$ cat config.mk
export PLATFORM = sky130hd
export DESIGN_NAME = iod_decode
export DESIGN_NICKNAME = d
export VERILOG_FILES = /design/src/hw/iod_pkg.sv /design/src/hw/iod_decode.sv
export SDC_FILE = /design/constraint.sdc
export NUM_CORES = 1
export LEC_CHECK = 0
export ABC_AREA = 1
export BUFFER_PORTS_ARGS = -buffer_cell sky130_fd_sc_hd__buf_2
export CAP_MARGIN = 20
export CORE_MARGIN = 4
export CORE_UTILIZATION = 47
export DETAILED_ROUTE_END_ITERATION = 16
export PLACE_DENSITY = 0.8
export SLEW_MARGIN = 20
export SYNTH_ARGS = -nofsm -noshare
export SYNTH_HDL_FRONTEND = slang
export SYNTH_SLANG_ARGS = --single-unit
$ cat constraint.sdc
create_clock -name ref_clk_i -period 1.76 [get_ports ref_clk_i]
set_input_delay 0.088 -clock ref_clk_i [delete_from_list [all_inputs] [get_ports ref_clk_i]]
set_output_delay 0.088 -clock ref_clk_i [all_outputs]
set_load 0.05 [all_outputs]
$ cat src/hw/iod_pkg.sv
// Purpose: Constants for the I/O board peripheral map decoder
// Assumes: 24-bit host byte address, 16-bit host data bus
// Notes: Map is 512 bytes, relocatable on 512-byte boundaries
package iod_pkg;
  localparam int ADDR_W = 24;
  localparam int DATA_W = 16;
  localparam int MAP_OFS_W = 9;
  localparam int BASE_W = ADDR_W - MAP_OFS_W;
  localparam int NUM_TMR = 3;
  localparam int NUM_PIO = 3;
  localparam int NUM_SER = 2;
  localparam logic [BASE_W-1:0] BASE_RST = 15'h7f80;
  localparam logic [7:0] PERIPH_FIRST = 8'h40;
  localparam logic [7:0] PERIPH_LAST = 8'hbf;
  localparam logic [4:0] SLOT_NULL_LO = 5'h1b;
  localparam logic [4:0] SLOT_NULL_HI = 5'h1f;
  localparam logic [4:0] SLOT_NULL_A = 5'h12;
  localparam logic [4:0] SLOT_NULL_B = 5'h16;
  localparam logic [4:0] SLOT_NULL_C = 5'h0e;
  localparam logic [4:0] SLOT_NULL_D = 5'h0f;
  localparam logic [1:0] SYNC_INIT = 2'h3;
  typedef enum logic [1:0] {
    IOD_IDLE = 2'b00,
    IOD_WAIT = 2'b01,
    IOD_ACK = 2'b10
  } iod_state_t;
endpackage

$ cat src/hw/iod_decode.sv
// Purpose: Peripheral map decode, bus cycle and connector signal paths
// Assumes: One host access at a time; peripherals answer with a ready pulse
// Notes: Map base is a static strap sampled after reset release
`timescale 1ns/1ps
// Notes on behaviour
// RQ1 - A read of a null location returns zero and ends as a normal cycle.
// RQ2 - A write to a null location ends normally and changes nothing.
// RQ3 - A write to an upper byte stores the low data lane into that location.
// RQ4 - Upper byte accesses never raise a bus error and end normally.
// RQ5 - The map spans 512 bytes, 256 upper and 256 lower byte positions.
// RQ6 - The whole map relocates as one unit to any 512-byte boundary.
// RQ7 - Each timer can count from its own external clock pin.
// RQ8 - Each timer gate input, when asserted, suppresses its external clock.
// RQ9 - Each timer output can be routed onto its own output pin.
// RQ10 - A1 feeds handshake 1, A2 from 2, B1 feeds 3, B2 from 4.
// RQ11 - Terminal ready going inactive tells the modem to hang up.
// RQ12 - On half duplex, request-to-send sets the direction of transfer.
// RQ13 - Serial clocks are outputs from the baud generator or clock inputs.
// RQ14 - The base is a static setting compared with the upper address bits.
module iod_decode
  import iod_pkg::*;
(
  input wire logic ref_clk_i,
  input wire logic rst_n_i,
  input wire logic [BASE_W-1:0] map_base_i,
  input wire logic bus_req_i,
  input wire logic bus_wr_i,
  input wire logic [ADDR_W-1:0] bus_addr_i,
  input wire logic [DATA_W-1:0] bus_wdata_i,
  output logic bus_ack_o,
  output logic bus_err_o,
  output logic [DATA_W-1:0] bus_rdata_o,
  output logic per_sel_o,
  output logic per_wr_o,
  output logic [7:0] per_index_o,
  output logic [7:0] per_wdata_o,
  input wire logic [7:0] per_rdata_i,
  input wire logic per_ready_i,
  input wire logic [NUM_TMR-1:0] timer_one_ext_clk_n_i,
  input wire logic [NUM_TMR-1:0] timer_one_inhibit_n_i,
  output logic [NUM_TMR-1:0] timer_ext_count_o,
  input wire logic [NUM_TMR-1:0] timer_out_i,
  input wire logic [NUM_TMR-1:0] timer_out_sel_i,
  output logic [NUM_TMR-1:0] timer_one_out_pin_o,
  input wire logic [NUM_PIO-1:0] port_one_a_ctl_in_i,
  input wire logic [NUM_PIO-1:0] port_one_b_ctl_in_i,
  output logic [NUM_PIO-1:0] handshake_line_one_o,
  output logic [NUM_PIO-1:0] handshake_line_three_o,
  input wire logic [NUM_PIO-1:0] handshake_line_two_i,
  input wire logic [NUM_PIO-1:0] handshake_line_four_i,
  output logic [NUM_PIO-1:0] port_one_a_ctl_out_o,
  output logic [NUM_PIO-1:0] port_one_b_ctl_out_o,
  input wire logic [NUM_SER-1:0] term_ready_i,
  output logic [NUM_SER-1:0] term_ready_o,
  output logic [NUM_SER-1:0] hangup_o,
  input wire logic [NUM_SER-1:0] req_send_i,
  output logic [NUM_SER-1:0] req_send_o,
  output logic [NUM_SER-1:0] tx_dir_o,
  input wire logic [NUM_SER-1:0] ser_clk_out_sel_i,
  input wire logic [NUM_SER-1:0] baud_clk_i,
  input wire logic [NUM_SER-1:0] txc_pin_i,
  input wire logic [NUM_SER-1:0] rxc_pin_i,
  output logic [NUM_SER-1:0] txc_pin_o,
  output logic [NUM_SER-1:0] txc_pin_oe_o,
  output logic [NUM_SER-1:0] rxc_pin_o,
  output logic [NUM_SER-1:0] rxc_pin_oe_o,
  output logic [NUM_SER-1:0] tx_clk_o,
  output logic [NUM_SER-1:0] rx_clk_o
);

  ////////////////////////////////////////////////////////////////////////////
  // State

  typedef struct packed {
    iod_state_t st;
    logic base_ok;
    logic [BASE_W-1:0] base;
    logic [DATA_W-1:0] rdata;
    logic sel;
    logic wr;
    logic [7:0] index;
    logic [7:0] wdata;
    logic [NUM_TMR-1:0] clk_s1;
    logic [NUM_TMR-1:0] clk_s2;
    logic [NUM_TMR-1:0] clk_s3;
    logic [NUM_TMR-1:0] gate_s1;
    logic [NUM_TMR-1:0] gate_s2;
    logic [NUM_TMR-1:0] gate_s3;
    logic [NUM_TMR-1:0] clk_lvl;
    logic [NUM_TMR-1:0] gate_lvl;
    logic [NUM_TMR-1:0] tmr_out;
    logic [NUM_SER-1:0] dtr;
    logic [NUM_SER-1:0] hang;
  } iod_regs_t;

  iod_regs_t q;
  iod_regs_t d;

  logic hit;
  logic [MAP_OFS_W-1:0] ofs;
  logic upper;
  logic is_null;
  logic [4:0] slot;
  logic [NUM_TMR-1:0] clk_fall;

  ////////////////////////////////////////////////////////////////////////////
  // Decode

  assign ofs = bus_addr_i[MAP_OFS_W-1:0]; // RQ5
  assign upper = ~ofs[0]; // RQ5
  // Only the four I/O blocks with null slots; others are always live
  assign slot = ofs[5:1];
  assign hit = q.base_ok
    && (bus_addr_i[ADDR_W-1:MAP_OFS_W] == q.base); // RQ6 RQ14
  always_comb begin
    is_null = 1'b0;
    if (ofs[8:1] >= PERIPH_FIRST && ofs[8:1] <= PERIPH_LAST) begin
      if (slot >= SLOT_NULL_LO && slot <= SLOT_NULL_HI) is_null = 1'b1;
      if (slot == SLOT_NULL_A || slot == SLOT_NULL_B) is_null = 1'b1;
      if (slot == SLOT_NULL_C || slot == SLOT_NULL_D) is_null = 1'b1;
    end
  end

  ////////////////////////////////////////////////////////////////////////////
  // Next state

  always_comb begin
    d = q;
    d.sel = 1'b0;
    d.clk_s1 = timer_one_ext_clk_n_i;
    d.clk_s2 = q.clk_s1;
    d.clk_s3 = q.clk_s2;
    d.gate_s1 = timer_one_inhibit_n_i;
    d.gate_s2 = q.gate_s1;
    d.gate_s3 = q.gate_s2;
    if (q.clk_s2 == q.clk_s3) d.clk_lvl = q.clk_s3;
    if (q.gate_s2 == q.gate_s3) d.gate_lvl = q.gate_s3;
    d.tmr_out = timer_out_i & timer_out_sel_i; // RQ9
    d.dtr = term_ready_i;
    d.hang = q.dtr & ~term_ready_i; // RQ11
    if (!q.base_ok) begin
      // Strap caught after release, never under reset
      d.base = map_base_i; // RQ14
      d.base_ok = 1'b1;
    end
    case (q.st)
      IOD_IDLE: begin
        if (bus_req_i && hit) begin
          d.index = ofs[8:1];
          d.wr = bus_wr_i;
          d.wdata = bus_wdata_i[7:0]; // RQ3
          d.rdata = '0;
          if (is_null) begin
            d.st = IOD_ACK; // RQ1 RQ2
          end else begin
            d.sel = 1'b1;
            d.st = IOD_WAIT;
          end
        end
      end
      IOD_WAIT: begin
        if (per_ready_i) begin
          if (!q.wr) d.rdata = {8'h00, per_rdata_i};
          d.st = IOD_ACK;
        end
      end
      IOD_ACK: begin
        d.st = IOD_IDLE;
      end
      default: begin
        d.st = IOD_IDLE;
      end
    endcase
  end

  always_ff @(posedge ref_clk_i or negedge rst_n_i) begin
    if (!rst_n_i) begin
      q <= '0;
      q.st <= IOD_IDLE;
      q.base <= BASE_RST;
      q.clk_s1 <= '1;
      q.clk_s2 <= '1;
      q.clk_s3 <= '1;
      q.clk_lvl <= '1;
      q.gate_s1 <= '1;
      q.gate_s2 <= '1;
      q.gate_s3 <= '1;
      q.gate_lvl <= '1;
    end else begin
      q <= d;
    end
  end

  ////////////////////////////////////////////////////////////////////////////
  // Outputs

  assign bus_ack_o = (q.st == IOD_ACK);
  assign bus_err_o = 1'b0; // RQ4
  assign bus_rdata_o = q.rdata; // RQ1
  assign per_sel_o = q.sel;
  assign per_wr_o = q.wr;
  assign per_index_o = q.index;
  assign per_wdata_o = q.wdata; // RQ3

  // Falling edge of active-low clock pin, dropped while gate held low
  assign clk_fall = q.clk_lvl & ~d.clk_lvl;
  assign timer_ext_count_o = clk_fall & q.gate_lvl; // RQ7 RQ8
  assign timer_one_out_pin_o = q.tmr_out; // RQ9

  assign handshake_line_one_o = port_one_a_ctl_in_i; // RQ10
  assign handshake_line_three_o = port_one_b_ctl_in_i; // RQ10
  assign port_one_a_ctl_out_o = handshake_line_two_i; // RQ10
  assign port_one_b_ctl_out_o = handshake_line_four_i; // RQ10

  assign term_ready_o = q.dtr; // RQ11
  assign hangup_o = q.hang; // RQ11
  assign req_send_o = req_send_i; // RQ12
  assign tx_dir_o = req_send_i; // RQ12

  // Pin driven only when the baud generator owns it
  assign txc_pin_o = baud_clk_i & ser_clk_out_sel_i; // RQ13
  assign rxc_pin_o = baud_clk_i & ser_clk_out_sel_i; // RQ13
  assign txc_pin_oe_o = ser_clk_out_sel_i; // RQ13
  assign rxc_pin_oe_o = ser_clk_out_sel_i; // RQ13
  assign tx_clk_o = (ser_clk_out_sel_i & baud_clk_i)
    | (~ser_clk_out_sel_i & txc_pin_i); // RQ13
  assign rx_clk_o = (ser_clk_out_sel_i & baud_clk_i)
    | (~ser_clk_out_sel_i & rxc_pin_i); // RQ13
endmodule

==> impl_metrics.csv, run 1 <==
group,metric,value,unit
pwr,combPwrFrac,0.189,
sta,finalSetupViolCount,3,
synthesis,syn-instance-count,459,
drt,wl,8700,um
drt,ant_nets,0,
layout,post-route-util,0.636,
global_route,grt_pass1_vias,3218,
pwr,power.switching,0.00123,W
die,pin_count,178,
worst_setup_path,worstPathMaxFanout,3,
synthesis,ys_ff_latch,75,
drt,dr.pass1.iters,4,
synthesis,avgSynthCellArea,8.38,um^2
global_route,overflow,0,
worst_setup_path,r2r_slack,120,ps
clocking,cts.sinks,75,
hold_path,hold_path.class,"in2reg",
clocking,cts.clk_slew.worst_paths,80,ps
die,core,7850,um^2
worst_setup_path,end_kind,"primary output",
sta,hold_viol,0,
placed_design,gp_congestion,0.801,
sta,fin_crit_sh,1.06,
die,start_util,0.490,
global_route,antenna_found_initial,0,
die,rows,32,
clocking,cts_tree,"yes",
worst_setup_path,critPathTopFamily,"flip-flops",
outcome,violations,"negative setup slack",
clocking,h-tree-depth,3,
pwr,finalPower,0.00417,W
die,die-area,9700,um^2
drt,vias_per_cell,4.70,
pwr,p_leak,2.85,nW
worst_setup_path,crit_buf_inv,3,
synthesis,synth_top_flop_cell,"dfrtp_1",
placed_design,dp_hpwl,5880,um
global_route,grt_pass1_wl,14500,um
sta,clock.fmax,538,MHz
synthesis,synth_warnings,0,
global_route,grt_util_all_layers,0.183,
pwr,seq_power_share,0.469,
worst_setup_path,worstPathRequired,1670,ps
outcome,status,"finished with violations",
worst_setup_path,worstSetupPathType,"reg2out",
layout,instances_no_fill,702,
synthesis,synth_edf_count,0,
layout,antenna_cells,0,
layout,layout_commonest_cell,"buf_2",
placed_design,dp.cells,634,
drt,drc,0,
pwr,internal_power,0.00294,W
clocking,numCtsBuffers,9,
worst_setup_path,crit_chain,"xnor2_2, nand2_1, inv_2, nand3_2, inv_2, o21ai_2, nor3_2, buf_6",
sta,min_period,1860,ps
clocking,clk_latency,360,ps
sta,slew_violations,0,
drt,wl_met3,557,um
die,die_y,98.5,um
worst_setup_path,slowest_stage,"dfstp_2",
layout,area_growth,29.7,%
drt,wl_met2,4660,um
clocking,root_buffer,"clkbuf_8",
global_route,grt_max_degree,41,
sta,finalClockSkew,14.9,ps
synthesis,yosysSeqAreaShare,0.498,
layout,final_nets,700,
pwr,vdd_drop_max,0.000370,V
drt,m1WireLength,3270,um
worst_setup_path,cpPeakStageDelay,560,ps
drt,post_drt_wl_per_cell,12.4,um
layout,drive_gt1_frac,0.372,
pwr,switching_share,0.294,
pwr,p_per_area,835,nW/um^2
sta,rsz0062_at_grt,"yes",
flow_run,maxCapViolations,0,
worst_setup_path,crit_path_start_kind,"register",
placed_design,portBuffers,129,
drt,top_layer,"met4",
sta,setup_tns,-231,ps
synthesis,netlist_area,3850,um^2
die,die_w,98.5,um
worst_setup_path,cp_common_cell,"inv_2",
clocking,cts_buffer_depth,2,
worst_setup_path,critPathArrivalTime,1770,ps
synthesis,async_flop_share,1.00,
synthesis,synth_cell_type_count,30,
sta,setup_ws,-98.1,ps
drt,via_count,3298,
layout,layout_common_cells,"buf_2 (125), nand2_1 (116), inv_1 (63)",
pwr,clockPowerShare,0.342,
drt,first_iter_violations,101,
sequential cells by signal, indices dropped and copies added (netlist names):
register	flops
bus_rdata_o	8
d	12
hangup_o	2
per_index_o	8
per_sel_o	1
per_wdata_o	8
per_wr_o	1
q	30
term_ready_o	2
timer_one_out_pin_o	3
cells in the mapped netlist, types with 3 or more instances:
| master | n | area [um^2] |
|---|---|---|
| nor3_1 | 3 | 15.0 |
| inv_2 | 3 | 11.3 |
| nand2_1 | 116 | 435 |
| dfstp_2 | 32 | 841 |
| inv_1 | 65 | 244 |
| xnor2_1 | 4 | 35.0 |
| nor2_2 | 3 | 18.8 |
| clkbuf_1 | 3 | 11.3 |
| buf_4 | 64 | 480 |
| nand4_1 | 22 | 138 |
| mux2_2 | 3 | 33.8 |
| nand3_1 | 3 | 15.0 |
| dfrtp_1 | 43 | 1080 |
| o21ai_0 | 9 | 45.0 |
| nor2_1 | 45 | 169 |
| a21oi_1 | 18 | 90.1 |
| o21a_1 | 6 | 45.0 |
routing by layer:
metal / vias up / track usage
li1: 1608 / -
met1: 1559 / 0.213
met2: 109 / 0.322
met3: 22 / 0.0559
met4: 0 / 0.0620
met5: - / 0
kinds of logic after synthesis:
logic type / synth area share
buffers and inverters: 0.203
other: 0.00195
flip-flops: 0.498
multiplexers: 0.00878
AND/OR/NAND/NOR: 0.225
XOR/XNOR: 0.0114
AO/OA/AOI/OAI: 0.0488
adder cells (fa/ha/maj): 0.00325
layout make-up:
class                           instances  area, um^2
Clock buffer                           10         149
Clock inverter                          6        67.6
Fill cell                             666        2860
Inverter                               68         255
Multi-Input combinational cell        253        1250
Sequential cell                        75        1920
Tap cell                              102         128
Timing Repair Buffer                  188        1220
worst register-to-register path, cell delays in order (launching register included):
cell,delay [ps]
dfstp_2,530
inv_1,50
nand2_1,70
nand2_1,60
nor2_1,90
nand2_1,70
nor2_1,110
nand2_2,120
nor2_4,130
buf_4,140
nand2_1,60
o21a_1,100
what timing repair did:
action / 4_1_cts / 5_1_grt
hold buffers: 40 / 0
pin swaps: 2 / 8
endpoints found under the hold margin: 67 / 0
gates resized for setup: 16 / 7
endpoints found under the setup margin: 3 / 28
buffers inserted: 4 / 8
power by group through the flow:
stage	Sequential (W)	Combinational [W]	Clock [W]
after global placement	0.00198	0.000648	0
after floorplan	0.00197	0.000594	0
after global routing	0.00197	0.000864	0.00155
after CTS	0.00195	0.000773	0.00147
final	0.00196	0.000787	0.00143
after detailed placement	0.00199	0.000662	0
through the flow:
| stage | hold WS (ps) | worst slack (ps) | cell area (um^2) |
|---|---|---|---|
| 6_report | 41.0 | -98.1 | 4990 |
| 5_1_grt | 33.0 | -219 | 4990 |
| 4_1_cts | 22.7 | -46.8 | 4900 |
| 3_5_place_dp | 75.5 | 43.3 | 4200 |
| 3_3_place_gp | 71.3 | 110 | 4200 |
| 2_1_floorplan | -208 | -276 | 3880 |
path summary, 6_finish.rpt:
path                                              to          start  cells past startpoint
worst max-delay path            timer_ext_count_o[2]          q[22]                      8
worst min-delay path                  per_index_o[0]  bus_addr_i[1]                      3
worst max register to register        per_index_o[6]          q[72]                     11
worst min register to register                 d[23]          d[26]                      0
max in group asynchronous                      q[14]        rst_n_i                      3
min in group asynchronous             per_index_o[6]        rst_n_i                      2
Power figures use the tool's default switching activity.
==> run 2: changes to the inputs <==
Settings changed: TNS_END_PERCENT set to 10.
==> impl_metrics.csv, run 2 (synthesis results as in run 1) <==
group,metric,value,unit
sta,min_period,1850,ps
sta,clock.fmax,540,MHz
global_route,grt_max_degree,41,
worst_setup_path,worstSetupPathType,"reg2out",
sta,whs,44.4,ps
worst_setup_path,crit_path_start_kind,"register",
sta,setup_tns,-210,ps
worst_setup_path,r2r_cells,10,
global_route,grt_pass1_vias,3218,
layout,layout_commonest_cell,"buf_2",
pwr,p_per_area,844,nW/um^2
layout,final_nets,693,
layout,multi_input_area,1260,um^2
layout,fin_area,4940,um^2
worst_setup_path,crit_chain,"xnor2_2, nand2_1, inv_2, nand3_2, inv_2, o21ai_2, nor3_2, buf_6",
sta,slew_violations,0,
hold_path,hold_path.class,"in2reg",
layout,drive_gt1_frac,0.366,
drt,dr.pass1.iters,4,
layout,antenna_cells,0,
drt,first_iter_violations,112,
drt,drc,0,
outcome,status,"finished with violations",
clocking,h-tree-depth,3,
layout,regMostFlops,"q",
drt,via_count,3221,
die,die-area,9700,um^2
layout,seqCellArea,1920,um^2
placed_design,dp_hpwl,5880,um
worst_setup_path,critPathArrivalTime,1760,ps
global_route,overflow,0,
pwr,vdd_drop_max,0.000379,V
drt,ant_nets,0,
clocking,cts.clk_slew.worst_paths,80,ps
clocking,clk_latency,350,ps
die,core,7850,um^2
clocking,cts_tree,"yes",
flow_run,maxCapViolations,0,
worst_setup_path,r2r_slack,120,ps
drt,wl,8560,um
clocking,cts_buffer_depth,2,
worst_setup_path,path_depth,8,
clocking,cts.sinks,75,
global_route,grt_pass1_wl,14500,um
die,start_util,0.490,
placed_design,gp_congestion,0.801,
worst_setup_path,slowest_stage,"dfstp_2",
sta,finalSetupViolCount,3,
global_route,antenna_found_initial,0,
layout,largest_register_ffs,30,
outcome,violations,"negative setup slack",
worst_setup_path,critPathTopFamily,"flip-flops",
pwr,p_leak,2.81,nW
drt,vias_per_cell,4.63,
pwr,finalPower,0.00417,W
sta,setup_ws,-91.0,ps
layout,area_growth,28.4,%
worst_setup_path,worstPathRequired,1670,ps
sta,rsz0062_at_grt,"yes",
layout,nFillCells,665,
drt,post_drt_wl_per_cell,12.3,um
worst_setup_path,cpPeakStageDelay,560,ps
sta,hold_viol,0,
worst_setup_path,cp_common_cell,"inv_2",
sta,finalClockSkew,14.6,ps
sta,fin_crit_sh,1.05,
worst_setup_path,end_kind,"primary output",
worst_setup_path,crit_buf_inv,3,
layout,layout_common_cells,"buf_2 (125), nand2_1 (116), inv_1 (63)",
hold_path,holdPathStages,3,
die,pin_count,178,
global_route,grt_util_all_layers,0.183,
clocking,numCtsBuffers,9,
die,die_w,98.5,um
placed_design,portBuffers,129,
die,rows,32,
placed_design,placed_area,4200,um^2
worst_setup_path,worstPathMaxFanout,3,
die,die_y,98.5,um
clocking,root_buffer,"clkbuf_8",
## run 2: layout make-up
class                           count  share of cell area
Inverter                           68              0.0516
Clock inverter                      6              0.0137
Timing Repair Buffer              181               0.237
Tap cell                          102              0.0258
Multi-Input combinational cell    253               0.254
Sequential cell                    75               0.388
Clock buffer                       10              0.0301
## run 2: what timing repair did
| action | 4_1_cts | 5_1_grt |
|---|---|---|
| hold endpoints to repair | 67 | 0 |
| resized for setup | 16 | 7 |
| pin swaps | 2 | 8 |
| cloned | 0 | 0 |
| setup endpoints to repair | 3 | 28 |
| hold buffers | 40 | 0 |
| setup buffers | 4 | 1 |
## run 2: worst min-delay path, delay by kind of cell
kind / cells / cell delay, ps
AND/OR/NAND/NOR: 2 / 140
buffers and inverters: 1 / 130
## run 2: power breakdown
group          switching, W  internal, W  leakage, nW
clock network      0.000674     0.000752        0.113
logic              0.000491     0.000297         1.80
registers         0.0000603      0.00190        0.903
## run 2: per-layer routing
metal  vias up  global-route usage  routed length (um)
met3        18              0.0559                 539
met4         0              0.0620                 194
met2        99               0.322                4610
met1      1511               0.213                3220
li1       1593                   -                   -
met5         -                   0                   0
## run 2: worst paths after layout
kind	from	endpoint
setup / recovery	q[22]	timer_ext_count_o[2]
hold / removal	bus_addr_i[1]	per_index_o[0]
setup reg to reg	q[72]	per_index_o[6]
hold reg to reg	d[26]	d[23]
max in group asynchronous	rst_n_i	d[24]
min in group asynchronous	rst_n_i	per_index_o[6]
## run 2: stage by stage
stage	util	std cells	setup WS (ps)
3_3_place_gp	0.535	634	110
6_report	0.630	695	-91.0
3_5_place_dp	0.535	634	43.3
4_1_cts	0.624	694	-46.8
2_1_floorplan	-	467	-276
5_1_grt	0.630	695	-219
